## src/xio_pkg.sv

```systemverilog
/*
 Constants for the extended I/O block port: point numbering, command codes,
 reset values. Assumes a single 20 MHz clock domain.
*/
package xio_pkg;
   localparam int unsigned CLK_HZ = 20000000;
   localparam logic [7:0] DIR_RESET = 8'h00;
   localparam logic [7:0] GEN_OUT_RESET = 8'h00;
   localparam logic [63:0] EXT_OUT_RESET = 64'h0;
   localparam logic [7:0] GEN_IN_IDLE = 8'hFF;
   localparam logic [63:0] EXT_IN_IDLE = 64'hFFFF_FFFF_FFFF_FFFF;
   localparam logic [63:0] EXT_OE_N_RESET = 64'hFFFF_FFFF_FFFF_FFFF;
   localparam logic [6:0] GEN_FIRST = 7'h01;
   localparam logic [6:0] GEN_LAST = 7'h08;
   localparam logic [6:0] EXT_FIRST = 7'h11;
   localparam logic [6:0] EXT_LAST = 7'h50;
   localparam logic [3:0] BLK_GEN = 4'h0;
   localparam logic [3:0] BLK_FIRST = 4'h2;
   localparam logic [3:0] BLK_LAST = 4'h9;
   localparam logic [4:0] GROUP_PRESENT_ALL = 5'h1F;

   typedef enum logic [2:0]
   {
      XIO_CMD_DIR = 3'b000,
      XIO_CMD_SAVE = 3'b001,
      XIO_CMD_SET = 3'b010,
      XIO_CMD_CLEAR = 3'b011,
      XIO_CMD_COND = 3'b100,
      XIO_CMD_GROUP = 3'b101,
      XIO_CMD_BLKRD = 3'b110,
      XIO_CMD_PTRD = 3'b111
   } xio_cmd_t;
endpackage : xio_pkg

```

## src/xio_port.sv

```systemverilog
/*
 Extended I/O block port: 8 general outputs, 8 general inputs, 64 extended
 points in eight blocks. Commands arrive as one-cycle strobes from the
 command interpreter on the same clock. Pins pass two flip-flops.
 Nonvolatile storage lives outside: save pulse plus data, startup values in.
*/
//////////////////////////////////////////////////////////////////////////////
// Summary of operation
// - 64 extended points, direction per eight-point group
// - Blocks 2 to 9, indices 17 to 80
// - Direction mask bit one means output
// - Mask bit 0 is block 2, bit 7 block 9
// - No saved setting: mask zero, all inputs
// - Save writes mask and outputs to nonvolatile store
// - Set and clear drive one point, 1-8, 17-80
// - Conditional write sets point from supplied value
// - Group write: 8-bit then four 16-bit values
// - 16-bit groups map 17-32 to 65-80, LSB first
// - Group bits on input points are discarded
// - Supplied group overwrites; omitted group keeps state
// - Block read accepts 0, 2-9, returns eight bits
// - Point query 1-8, 17-80; 17 is block 2 LSB
// - Open input reads one through pull-up
//////////////////////////////////////////////////////////////////////////////
module xio_port
(
   input wire logic clk_i,
   input wire logic resetn_i,
   input wire logic cmd_valid_i,
   input wire logic [2:0] cmd_i,
   input wire logic [6:0] cmd_index_i,
   input wire logic cmd_value_i,
   input wire logic [7:0] cmd_dir_i,
   input wire logic [7:0] group_gen_i,
   input wire logic [63:0] group_ext_i,
   input wire logic [4:0] group_present_i,
   input wire logic saved_valid_i,
   input wire logic [7:0] saved_dir_i,
   input wire logic [7:0] saved_gen_i,
   input wire logic [63:0] saved_ext_i,
   input wire logic [7:0] gen_in_i,
   input wire logic [63:0] ext_in_i,
   output logic [7:0] gen_out_o,
   output logic [63:0] ext_out_o,
   output logic [63:0] ext_oe_n_o,
   output logic [7:0] dir_o,
   output logic save_o,
   output logic [7:0] save_dir_o,
   output logic [7:0] save_gen_o,
   output logic [63:0] save_ext_o,
   output logic rd_valid_o,
   output logic [7:0] rd_data_o,
   output logic cmd_error_o
);

   typedef struct packed
   {
      logic loaded;
      logic [7:0] gen_in_s1;
      logic [7:0] gen_in_s2;
      logic [63:0] ext_in_s1;
      logic [63:0] ext_in_s2;
      logic [7:0] dir;
      logic [7:0] gen_out;
      logic [63:0] ext_out;
      logic [63:0] ext_oe_n;
      logic save;
      logic [7:0] save_dir;
      logic [7:0] save_gen;
      logic [63:0] save_ext;
      logic rd_valid;
      logic [7:0] rd_data;
      logic cmd_error;
   } xio_state_t;

   // Pins idle high through the pull-ups; all drivers start released
   localparam xio_state_t ST_RESET = '{
      gen_in_s1: xio_pkg::GEN_IN_IDLE, gen_in_s2: xio_pkg::GEN_IN_IDLE,
      ext_in_s1: xio_pkg::EXT_IN_IDLE, ext_in_s2: xio_pkg::EXT_IN_IDLE,
      dir: xio_pkg::DIR_RESET, gen_out: xio_pkg::GEN_OUT_RESET,
      ext_out: xio_pkg::EXT_OUT_RESET, ext_oe_n: xio_pkg::EXT_OE_N_RESET,
      default: '0};

   xio_state_t st;
   xio_state_t next_st;
   logic [1:0] rst_sync;
   logic rst_n;

   assign rst_n = rst_sync[1];

   ///////////////////////////////////////////////////////////////////////////
   // Index decoding, shared by writes and reads
   function automatic logic idx_is_gen(input logic [6:0] idx);
      idx_is_gen = (idx >= xio_pkg::GEN_FIRST) && (idx <= xio_pkg::GEN_LAST);
   endfunction : idx_is_gen

   function automatic logic idx_is_ext(input logic [6:0] idx);
      idx_is_ext = (idx >= xio_pkg::EXT_FIRST) && (idx <= xio_pkg::EXT_LAST);
   endfunction : idx_is_ext

   // Index 17 maps to extended bit 0
   function automatic logic [5:0] ext_bit(input logic [6:0] idx);
      ext_bit = 6'(idx - xio_pkg::EXT_FIRST);
   endfunction : ext_bit

   function automatic logic [2:0] gen_bit(input logic [6:0] idx);
      gen_bit = 3'(idx - xio_pkg::GEN_FIRST);
   endfunction : gen_bit

   // Per-point output enable from the block mask
   function automatic logic [63:0] dir_expand(input logic [7:0] dir);
      for (int b = 0; b < 8; b++)
         dir_expand[b*8 +: 8] = {8{dir[b]}};
   endfunction : dir_expand

   ///////////////////////////////////////////////////////////////////////////
   // Reset release
   // Own register: it runs on the raw reset, the state on its copy
   always_ff @(posedge clk_i or negedge resetn_i)
   begin
      if (!resetn_i)
         rst_sync <= 2'h0;
      else
         rst_sync <= {rst_sync[0], 1'b1};
   end

   always_comb
   begin
      logic [63:0] ext_rd;
      logic [63:0] oe;
      logic [63:0] gmask;
      logic [3:0] blk;
      logic [3:0] boff;
      logic v;
      next_st = st;
      next_st.gen_in_s1 = gen_in_i;
      next_st.gen_in_s2 = st.gen_in_s1;
      next_st.ext_in_s1 = ext_in_i;
      next_st.ext_in_s2 = st.ext_in_s1;
      next_st.save = 1'b0;
      next_st.rd_valid = 1'b0;
      next_st.cmd_error = 1'b0;
      oe = dir_expand(st.dir);
      // Output points read back the driven level; pull-up makes open read 1
      ext_rd = (st.ext_out & oe) | (st.ext_in_s2 & ~oe);
      gmask = 64'h0;
      blk = cmd_index_i[3:0];
      boff = blk - xio_pkg::BLK_FIRST;
      v = (cmd_i == xio_pkg::XIO_CMD_SET) ||
          ((cmd_i == xio_pkg::XIO_CMD_COND) && cmd_value_i);

      if (!st.loaded)
      begin
         // Startup from store, or all inputs with outputs low
         next_st.loaded = 1'b1;
         if (saved_valid_i)
         begin
            next_st.dir = saved_dir_i;
            next_st.gen_out = saved_gen_i;
            next_st.ext_out = saved_ext_i;
         end
         else
            next_st.dir = xio_pkg::DIR_RESET;
      end
      else if (cmd_valid_i)
      begin
         unique case (xio_pkg::xio_cmd_t'(cmd_i))
            xio_pkg::XIO_CMD_DIR:
               next_st.dir = cmd_dir_i;
            xio_pkg::XIO_CMD_SAVE:
            begin
               next_st.save = 1'b1;
               next_st.save_dir = st.dir;
               next_st.save_gen = st.gen_out;
               next_st.save_ext = st.ext_out;
            end
            xio_pkg::XIO_CMD_SET, xio_pkg::XIO_CMD_CLEAR,
            xio_pkg::XIO_CMD_COND:
            begin
               // Input points keep their latch untouched
               if (idx_is_gen(cmd_index_i))
                  next_st.gen_out[gen_bit(cmd_index_i)] = v;
               else if (idx_is_ext(cmd_index_i) && oe[ext_bit(cmd_index_i)])
                  next_st.ext_out[ext_bit(cmd_index_i)] = v;
               else if (!idx_is_ext(cmd_index_i))
                  next_st.cmd_error = 1'b1;
            end
            xio_pkg::XIO_CMD_GROUP:
            begin
               if (group_present_i[0])
                  next_st.gen_out = group_gen_i;
               for (int g = 0; g < 4; g++)
                  gmask[g*16 +: 16] = {16{group_present_i[g+1]}};
               gmask = gmask & oe;
               next_st.ext_out = (group_ext_i & gmask) |
                                 (st.ext_out & ~gmask);
            end
            xio_pkg::XIO_CMD_BLKRD:
            begin
               if (blk == xio_pkg::BLK_GEN && cmd_index_i[6:4] == 3'h0)
               begin
                  next_st.rd_valid = 1'b1;
                  next_st.rd_data = st.gen_in_s2;
               end
               else if (cmd_index_i[6:4] == 3'h0 &&
                        blk >= xio_pkg::BLK_FIRST &&
                        blk <= xio_pkg::BLK_LAST)
               begin
                  next_st.rd_valid = 1'b1;
                  next_st.rd_data = ext_rd[boff[2:0]*8 +: 8];
               end
               else
                  next_st.cmd_error = 1'b1;
            end
            xio_pkg::XIO_CMD_PTRD:
            begin
               if (idx_is_gen(cmd_index_i))
               begin
                  next_st.rd_valid = 1'b1;
                  next_st.rd_data = 8'(st.gen_in_s2[gen_bit(cmd_index_i)]);
               end
               else if (idx_is_ext(cmd_index_i))
               begin
                  next_st.rd_valid = 1'b1;
                  next_st.rd_data = 8'(ext_rd[ext_bit(cmd_index_i)]);
               end
               else
                  next_st.cmd_error = 1'b1;
            end
         endcase
      end
      // Drivers follow the new mask the cycle it is stored
      next_st.ext_oe_n = ~dir_expand(next_st.dir);
   end

   always_ff @(posedge clk_i or negedge rst_n)
   begin
      if (!rst_n)
         st <= ST_RESET;
      else
         st <= next_st;
   end

   assign gen_out_o = st.gen_out;
   assign ext_out_o = st.ext_out;
   assign ext_oe_n_o = st.ext_oe_n;
   assign dir_o = st.dir;
   assign save_o = st.save;
   assign save_dir_o = st.save_dir;
   assign save_gen_o = st.save_gen;
   assign save_ext_o = st.save_ext;
   assign rd_valid_o = st.rd_valid;
   assign rd_data_o = st.rd_data;
   assign cmd_error_o = st.cmd_error;

   ///////////////////////////////////////////////////////////////////////////
   // Checks
   property p_oe_follows_dir;
      @(posedge clk_i) disable iff (!rst_n)
      st.ext_oe_n == ~dir_expand(st.dir);
   endproperty
   a_oe_follows_dir: assert property (p_oe_follows_dir)
      else $error("output enables disagree with direction mask");

   property p_dir_load;
      @(posedge clk_i) disable iff (!rst_n)
      st.loaded && cmd_valid_i && cmd_i == 3'b000 |=>
         st.dir == $past(cmd_dir_i);
   endproperty
   a_dir_load: assert property (p_dir_load)
      else $error("direction mask not loaded");

   property p_default_dir;
      @(posedge clk_i) disable iff (!rst_n)
      !st.loaded && !saved_valid_i |=> st.dir == 8'h00;
   endproperty
   a_default_dir: assert property (p_default_dir)
      else $error("startup direction not zero");

   property p_save;
      @(posedge clk_i) disable iff (!rst_n)
      st.loaded && cmd_valid_i && cmd_i == 3'b001 |=>
         save_o && save_dir_o == $past(st.dir) &&
         save_ext_o == $past(st.ext_out) && save_gen_o == $past(st.gen_out);
   endproperty
   a_save: assert property (p_save)
      else $error("save output wrong");

   property p_input_untouched;
      @(posedge clk_i) disable iff (!rst_n)
      st.loaded && cmd_valid_i && cmd_i == 3'b101 |=>
         ((st.ext_out ^ $past(st.ext_out)) & $past(st.ext_oe_n)) == 64'h0;
   endproperty
   a_input_untouched: assert property (p_input_untouched)
      else $error("group write changed an input point");

   property p_set_point;
      @(posedge clk_i) disable iff (!rst_n)
      st.loaded && cmd_valid_i && cmd_i == 3'b010 && cmd_index_i == 7'h11 &&
         st.dir[0] |=> st.ext_out[0];
   endproperty
   a_set_point: assert property (p_set_point)
      else $error("set of point 17 failed");

   property p_one_pulse;
      @(posedge clk_i) disable iff (!rst_n)
      save_o |=> !save_o || $past(cmd_valid_i && cmd_i == 3'b001);
   endproperty
   a_one_pulse: assert property (p_one_pulse)
      else $error("save pulse stuck");

   property p_read_answer;
      @(posedge clk_i) disable iff (!rst_n)
      st.loaded && cmd_valid_i && cmd_i == 3'b110 |=> rd_valid_o ^ cmd_error_o;
   endproperty
   a_read_answer: assert property (p_read_answer)
      else $error("block read gave no single answer");

   c_group: cover property (@(posedge clk_i) disable iff (!rst_n)
      cmd_valid_i && cmd_i == 3'b101 && group_present_i == 5'h11);
   c_save: cover property (@(posedge clk_i) disable iff (!rst_n) save_o);
   c_read: cover property (@(posedge clk_i) disable iff (!rst_n) rd_valid_o);
endmodule : xio_port

```

## config.mk

```make
export PLATFORM = sky130hd
export DESIGN_NAME = xio_port
export DESIGN_NICKNAME = d
export VERILOG_FILES = /design/src/xio_pkg.sv /design/src/xio_port.sv
export SDC_FILE = /design/constraint.sdc
export NUM_CORES = 1
export LEC_CHECK = 0
export ABC_AREA = 1
export BUFFER_PORTS_ARGS = -buffer_cell sky130_fd_sc_hd__buf_2
export CORE_ASPECT_RATIO = 1.5
export CORE_MARGIN = 4
export CORE_UTILIZATION = 48
export CTS_CLUSTER_DIAMETER = 40
export DETAILED_ROUTE_END_ITERATION = 8
export PLACE_DENSITY = 0.78
export SYNTH_ARGS = -nofsm -noshare
export SYNTH_HDL_FRONTEND = slang
export SYNTH_SLANG_ARGS = --single-unit
```

## constraint.sdc

```tcl
create_clock -name clk_i -period 9.28 [get_ports clk_i]
set_input_delay 1.392 -clock clk_i [delete_from_list [all_inputs] [get_ports clk_i]]
set_output_delay 1.392 -clock clk_i [all_outputs]
set_load 0.1 [all_outputs]
```

==> results.md, run 1 <==
* Clk pwr share at between 20% and 30%
* Final GP Congestion at between 0.9 and 1
* DP Worst Slack at just over 4 ns
* Total congestion overflow at 0
* Post-CTS Setup Inserts at 0
* Compound-Gate Fraction of Synth Area at around 14%
* CP arrival at about 5.2 ns
* RSZ-0062 raised after global routing: false
* Overall power at ~5.3 mW
* Buffers on Ports at 486
* First-pass GRT wire length at 96000 um
* Max clock buf depth at 3
* Avg WL per Cell at roughly 22 um
* DRC viols at 0
* Max Slew Vio Count at 0
* Synth Register Bits at around 330
* Clk_lat worst skew at ~0.54 ns
* Mux cell area share after synthesis at 0%
* Slew margin rel. at between 10% and 20%
* DRT Pass-1 Iters at 6
* Slowest library cell on the worst path: clkinv_1
* Max-Cap Viols at 0
* Setup WS post-layout at ~4.5 ns
* Pwr/cell area at between 200 and 300 mW/mm^2
* Ports at just under 500
* Main combinational cell family by area after synthesis: simple AND/OR/NAND/NOR gates
* Worst hold path class: reg2reg
* Crit. End Element: register
* Synth top area share at between 20% and 30%
* Final Hold Viols at 0
* Vias at between 15k and 20k
* # hold bufs at CTS at 0
* H-tree Lvls at 2
* Reg power frac at between 30% and 40%
* Synth Area in Adders at less than 1%
* Final #Nets at 2692
* Clk sinks at 326
* Die area at roughly 0.040 mm^2
* Avg Cell Area, Syn at ~7.9 um^2
* Largest net degree at the start of global routing at 180
* Vias in the first global route at about 16k
* Initial DRC count at between 1.5k and 2k
* Row count at 85
* Share of cells above drive strength 1 at between 20% and 30%
* Crit path max fanout at 38
* Synthesis Warnings at 0
* Leak at about 10 nW
* Minimum clock period at 4.80 ns
* Crit-path most repeated cell: nand2_1
* Gate Count Post-Synth at roughly 2.2k
* Worst VDD drop at approximately 0.15 mV
* ANT nets after route at 0
* Total length of routed wires at about 65000 um
* Overall Global Routing Usage at 31.7%
* Final worst-path cycle share at 51.7%
* TritonCTS buffer count at 37
* Cell Area, Synth at between 0.015 and 0.02 mm^2
* CTS clk-pin slew, worst paths at 0.06 ns
* CP Launch Type: input pin
* CORE AREA at 0.0359 mm^2
* Worst path cell trace: buf_2 > nand2_1 > clkinv_1 > buf_4 > nand2_1 > inv_1 > nand2_1 > clkinv_1 > nor2_1 > nand3_1 > nand2_1 > o21ai_1
* F_max at approximately 0.21 GHz
* Post-synth cell types at 35
* Area leader, netlist: dfrtp_1
* Switching Fraction at between 40 and 50%
* Starting Density at about half
* Final setup vio count at 0
* Slowest stage delay, CP at a little over 0.8 ns
* Async S/R FF share, synth at 100%
* Post-Synth XOR/XNOR Area at 0%
* Clock skew at ~0.018 ns
* Most common cell in the synthesized netlist: nand2_1
* Worst EP required at ~9.7 ns
* Sw Pwr at approximately 2.5 mW
* Number of flops mapped to enable cells by yosys at 0
* P&R area growth vs syn at 13.3%
* Worst-Margin Slew at about 1.3 ns
* Commonest cells in the netlist: nand2_1 (558), buf_4 (233), nor2_1 (212), o21ai_0 (183), inv_1 (178)
* Die W at around 160 um
* Post-synthesis sequential area ratio at between 40% and 50%
* Height of the die at approximately 240 um
* Gate power share at roughly 37%
* Final HPWL DP at about 50000 um
* Status: finished, final reports clean
* Cell internal pwr at roughly 2.8 mW
* Clk root buf: clkbuf_16
* Initial antenna violation count at 9
* Post-cts resize count at 0
* Top post-synthesis cells by area: dfrtp_1 (25%), dfstp_2 (23%), nand2_1 (12%)
* Routed vias/inst at about 5.5
* Top_reg_cell synth: dfrtp_1
* Worst setup path class: in2reg
* Simple-gate share of the synthesized area at between 20% and 30%
* TritonCTS clock tree: done
* Setup TNS Final at 0 ns
==> critical path: cells and delay by family <==
kind                   cells  cell delay, ns
buffers and inverters      5            2.24
and+or+nand+nor            6            1.48
AOI/OAI and AO/OA          1            0.08
==> final timing paths <==
| path | start | end | slack, ns | cells past startpoint |
|---|---|---|---|---|
| max in group asynchronous | rst_sync[1] | ext_out_o[0] | 7.23 | 1 |
| worst min register to register | next_st[239] | st[239] | 0.35 | 0 |
| worst max-delay path | cmd_valid_i | ext_out_o[34] | 4.48 | 12 |
| worst min-delay path | next_st[239] | st[239] | 0.35 | 0 |
| worst max register to register | st[379] | ext_out_o[34] | 4.93 | 12 |
| min in group asynchronous | rst_sync[1] | dir_o[2] | 0.45 | 0 |
==> kinds of logic after synthesis <==
kind of cell / after synthesis
adders and majority gates: 4
and+or+nand+nor: 928
AOI/OAI and AO/OA: 447
DFF: 326
other: 1
buffers and inverters: 512
==> routing by layer <==
metal	wire, um	GRT usage [%]	vias up	part of all wire, %
met5	43	0	-	0.066
met1	23400	38.7	7574	36
met4	4230	17.6	8	6.5
met2	30800	52.0	1040	47
li1	-	-	7377	-
met3	6600	6.68	242	10
==> power groups by stage <==
stage          logic, mW  registers, mW  clock network (mW)
6_report            1.99           1.81                1.54
5_1_grt             2.08           1.82                1.61
4_1_cts             1.99           1.80                1.56
3_5_place_dp        1.99           1.82                   0
3_3_place_gp        1.98           1.82                   0
2_1_floorplan       1.83           1.75                   0
==> sequential cells by signal, summed over array words and instances (netlist names) <==
name         flops
cmd_error_o      1
rst_sync         2
st              73
save_gen_o       8
rd_data_o        8
next_st         72
save_dir_o       8
ext_out_o       64
save_ext_o      64
dir_o            8
rd_valid_o       1
ext_oe_n_o       8
save_o           1
gen_out_o        8
==> cell usage in the layout, fill, tap and decap left out, types with 4 or more instances in the layout <==
master / count
nand2_1: 557
buf_2: 486
nor2_1: 212
o21ai_0: 183
inv_1: 177
dfrtp_1: 173
dfstp_2: 152
nand3_1: 145
a21oi_1: 86
o21ai_1: 61
clkbuf_16: 40
o22ai_1: 37
a21boi_0: 27
a22oi_1: 24
o211ai_1: 15
clkinv_1: 12
buf_4: 11
a32oi_1: 8
inv_6: 7
clkbuf_1: 6
diode_2: 5
ha_1: 4
==> per-stage QoR <==
stage | area, um^2 | util [%] | std cells | hold slack (ns)
6_report | 19800 | 55.0 | 2948 | 0.352
5_1_grt | 19800 | 55.0 | 2946 | 0.355
4_1_cts | 19800 | 55.0 | 2943 | 0.352
3_5_place_dp | 18500 | 51.4 | 2875 | 0.344
3_3_place_gp | 18500 | 51.4 | 2875 | 0.337
2_1_floorplan | 17500 | - | 2219 | 0.331
==> final cells by class <==
class	count	area [um^2]
Clock inverter	19	224
Multi-Input combinational cell	1381	6270
Sequential cell	326	8350
Timing Repair Buffer	498	2530
Fill cell	3455	16200
Inverter	192	723
Tap cell	478	598
Clock buffer	49	1060
Antenna cell	5	12.5
Power figures use the tool's default switching activity.
==> run 2: changes to the inputs <==
--- a/config.mk
+++ b/config.mk
@@ -5,7 +5,7 @@
 export SDC_FILE = /design/constraint.sdc
 export NUM_CORES = 1
 export LEC_CHECK = 0
-export ABC_AREA = 1
+export ABC_AREA = 0
 export BUFFER_PORTS_ARGS = -buffer_cell sky130_fd_sc_hd__buf_2
 export CORE_ASPECT_RATIO = 1.5
 export CORE_MARGIN = 4
==> constraint.sdc (replaced) <==
create_clock -name clk_i -period 4 [get_ports clk_i]
set_input_delay 0.6 -clock clk_i [delete_from_list [all_inputs] [get_ports clk_i]]
set_output_delay 0.6 -clock clk_i [all_outputs]
set_load 0.1 [all_outputs]
==> run 2 against run 1 <==
  * Critical path depth decreased by 3
  * Worst setup slack got worse by 3.7 ns
  * Final cell count decreased by 18%
  * Sequential power increased to 2.5 times the previous value
  * Sequential cell count unchanged
  * Register-to-register slack got worse by 3.7 ns
  * Via count decreased by 12%
  * Design area decreased by 0.18%
  * Clock power increased by 120%
  * Synthesized cell count decreased by 24%
  * Area after synthesis decreased by 1.6%
  * Power increased to 2.6 times the previous value
  * Largest power group unchanged
  * Highest routed layer unchanged
==> results.md, run 2 <==
* Status: finished, final reports clean
* Slew margin rel. at 33.0% (+20 points)
* CP Depth at 9 (-3)
* Leak at 9.41 nW (-5.5%)
* Cell Area, Synth at 0.0172 mm^2 (-1.6%)
* Row count at 84 (-1.2%)
* Register area at 0.00835 mm^2 (unchanged)
* Number of flops mapped to enable cells by yosys at 0 (unchanged)
* Pwr/cell area at 695 mW/mm^2 (+160%)
* Async S/R FF share, synth at 100% (unchanged)
* Share of cells above drive strength 1 at 42.8% (+13 points)
* Gate Count Post-Synth at 1675 (-24%)
* Total length of routed wires at 62300 um (-4.2%)
* Worst setup path class: in2reg
* Synth Register Bits at 326 (unchanged)
* Final worst-path cycle share at 80.4%
* Ports at 487 (unchanged)
* F_max at a little over 0.3 GHz
* Max Slew Vio Count at 0 (unchanged)
* # fillers at 3014 (-13%)
* Total congestion overflow at 0 (unchanged)
* Area leader, netlist: dfrtp_1
* Worst Setup EP: ext_out_o[42]
* First-pass GRT wire length at 89000 um (-7.3%)
* Critical R2R Capture: rd_data_o[0]
* Post-synth cell types at 55 (+57%)
* Initial antenna violation count at 8 (-1)
* Slowest library cell on the worst path: nand4_1
* Buf/Inv on CP at 2 (-3)
* Vias in the first global route at 13.9k (-12%)
* Final setup vio count at 0 (unchanged)
* Starting Density at 48.8% (+0.22 points)
* Buffers on Ports at 486 (unchanged)
* Post-synthesis sequential area ratio at 48.6% (+0.78 points)
* Most common cell in the synthesized netlist: nand2_1
* Synthesis Warnings at 0 (unchanged)
* Hold Slack at 0.166 ns (-0.186 ns)
* H-tree Lvls at 2 (unchanged)
* Largest net degree at the start of global routing at 105 (-42%)
* Worst path cell trace: buf_2 > inv_1 > ha_1 > nor3b_4 > xnor2_1 > nand4_1 > nand2_1 > and2_1 > a31oi_1
* Overall Global Routing Usage at 30.7% (-1.0 points)
* Critical path's top delay family: simple AND/OR/NAND/NOR gates
* RSZ-0062 raised after global routing: false
* Minimum clock period at 3.22 ns
* CP arrival at 3.58 ns (-1.64 ns)
* DRC viols at 0 (unchanged)
* CTS clk-pin slew, worst paths at 0.07 ns (about the same)
* Max clock buf depth at 3 (unchanged)
* Setup TNS Final at 0 ns (unchanged)
* TritonCTS clock tree: done
* Overall power at 13.7 mW (+160%)
* Clk_lat worst skew at 0.53 ns (about the same)
* Vias at 14.3k (-12%)
* Area of the multi-input gates at 0.00655 mm^2 (+4.4%)
* Avg WL per Cell at 25.7 um (+16%)
* Most frequent cells in the layout: buf_2 (486), nand2_1 (312), dfrtp_1 (173)
* Reg with most FFs: st
* TritonCTS buffer count at 36 (-2.7%)
* Max-Cap Viols at 0 (unchanged)
* Worst EP required at 4.37 ns (-5.34 ns)
* Worst VDD drop at 0.572 mV (+280%)
* Crit. End Element: register
* Routed vias/inst at 5.88 (+6.8%)
* Worst hold path class: in2reg
* Commonest cells in the netlist: nand2_1 (313), buf_4 (237), dfrtp_1 (174), dfstp_2 (152), a31oi_1 (143)
* CP Launch Type: input pin
* Post-cts resize count at 0 (unchanged)
* Die W at 162 um (-0.77%)
* DRT Pass-1 Iters at 8 (+2)
* Worst-Margin Slew at 1.00 ns (-0.285 ns)
* R2r setup slk at 1.25 ns (-3.68 ns)
* Top_reg_cell synth: dfrtp_1
* Top post-synthesis cells by area: dfrtp_1 (25%), dfstp_2 (23%), buf_4 (10%)
* Final #Nets at 2177 (-19%)
* Height of the die at 240 um (-0.78%)
* P&R area growth vs syn at 15.0%
* ANT nets after route at 0 (unchanged)
* Worst setup path startpoint: cmd_index_i[0]
* Clk sinks at 326 (unchanged)
* HP Start: ext_in_i[25]
* Final GP Congestion at 0.982 (+1.9%)
* Reg2Reg Depth at 7 (-5)
* Clock skew at 0.0168 ns (-0.000736 ns)
* Avg Cell Area, Syn at 10.3 um^2 (+30%)
* CORE AREA at 0.0352 mm^2 (-2.1%)
* Synth top area share at 25.3% (+0.41 points)
* Final HPWL DP at 47300 um (-3.9%)
* Slowest stage delay, CP at 0.59 ns (-0.22 ns)
* Final Hold Viols at 0 (unchanged)
* Die area at 0.0389 mm^2 (-1.5%)
* Commonest non-fill, non-tap cell in the layout: buf_2
* Initial DRC count at 1790 (-4.0%)
* Worst r2r src: dir_o[3]
* Max reg flops at 73 (unchanged)
* Crit path max fanout at 10 (-74%)
* Clk root buf: clkbuf_16
run 2: kinds of logic (layout without fill, tap and decap cells):
logic type      Yosys count  count (layout)  synth area share [%]
simple gates            425             425                  10.6
other cells               1               9                0.0218
mux                     181             181                  12.9
fa+ha+maj                 4               4                 0.291
compound gates          373             373                  13.8
flops                   326             326                  48.6
buf+inv                 359             629                  13.5
xor+xnor                  6               6                 0.306
run 2: what timing repair did:
action,4_1_cts,5_1_grt
buffers inserted,0,0
endpoints found under the hold margin,2,0
hold buffers,1,0
run 2: per-layer routing:
metal,track usage (%),wire [um],up-vias
met5,0,31,-
met3,5.15,5740,196
met4,15.0,3390,4
met1,38.8,22800,6933
li1,-,-,6198
met2,51.1,30400,938
run 2: power breakdown:
group | total [mW] | internal (mW) | leakage (nW) | switching (mW)
registers | 4.55 | 3.86 | 3.74 | 0.694
logic | 5.77 | 1.04 | 5.08 | 4.72
clock network | 3.40 | 1.99 | 0.589 | 1.41
run 2: how the worst min path moves through the flow:
stage          slack [ns]      endpoint  cells after the start
2_1_floorplan        0.30   rst_sync[0]                      0
3_3_place_gp         0.34   rst_sync[1]                      0
3_5_place_dp         0.35       st[249]                      0
4_1_cts              0.15  next_st[260]                      1
5_1_grt              0.15  next_st[260]                      1
6_report             0.17  next_st[260]                      1
run 2: cell type report:
| type | instances | share of cell area, % |
|---|---|---|
| Timing Repair Buffer | 544 | 14.9 |
| Sequential cell | 326 | 42.3 |
| Clock inverter | 18 | 1.18 |
| Inverter | 22 | 0.418 |
| Multi-Input combinational cell | 991 | 33.2 |
| Clock buffer | 45 | 4.99 |
| Antenna cell | 7 | 0.0887 |
| Tap cell | 473 | 3.00 |
run 2: through the flow:
step | utilization [%] | instance area (um^2) | instances | setup WS [ns]
after CTS | 56.0 | 19700 | 2419 | 0.890
after floorplan | - | 17200 | 1676 | 0.456
after detailed placement | 52.5 | 18500 | 2355 | 0.341
after global placement | 52.5 | 18500 | 2355 | 0.437
final | 56.1 | 19700 | 2426 | 0.785
after global routing | 56.1 | 19700 | 2424 | 0.618
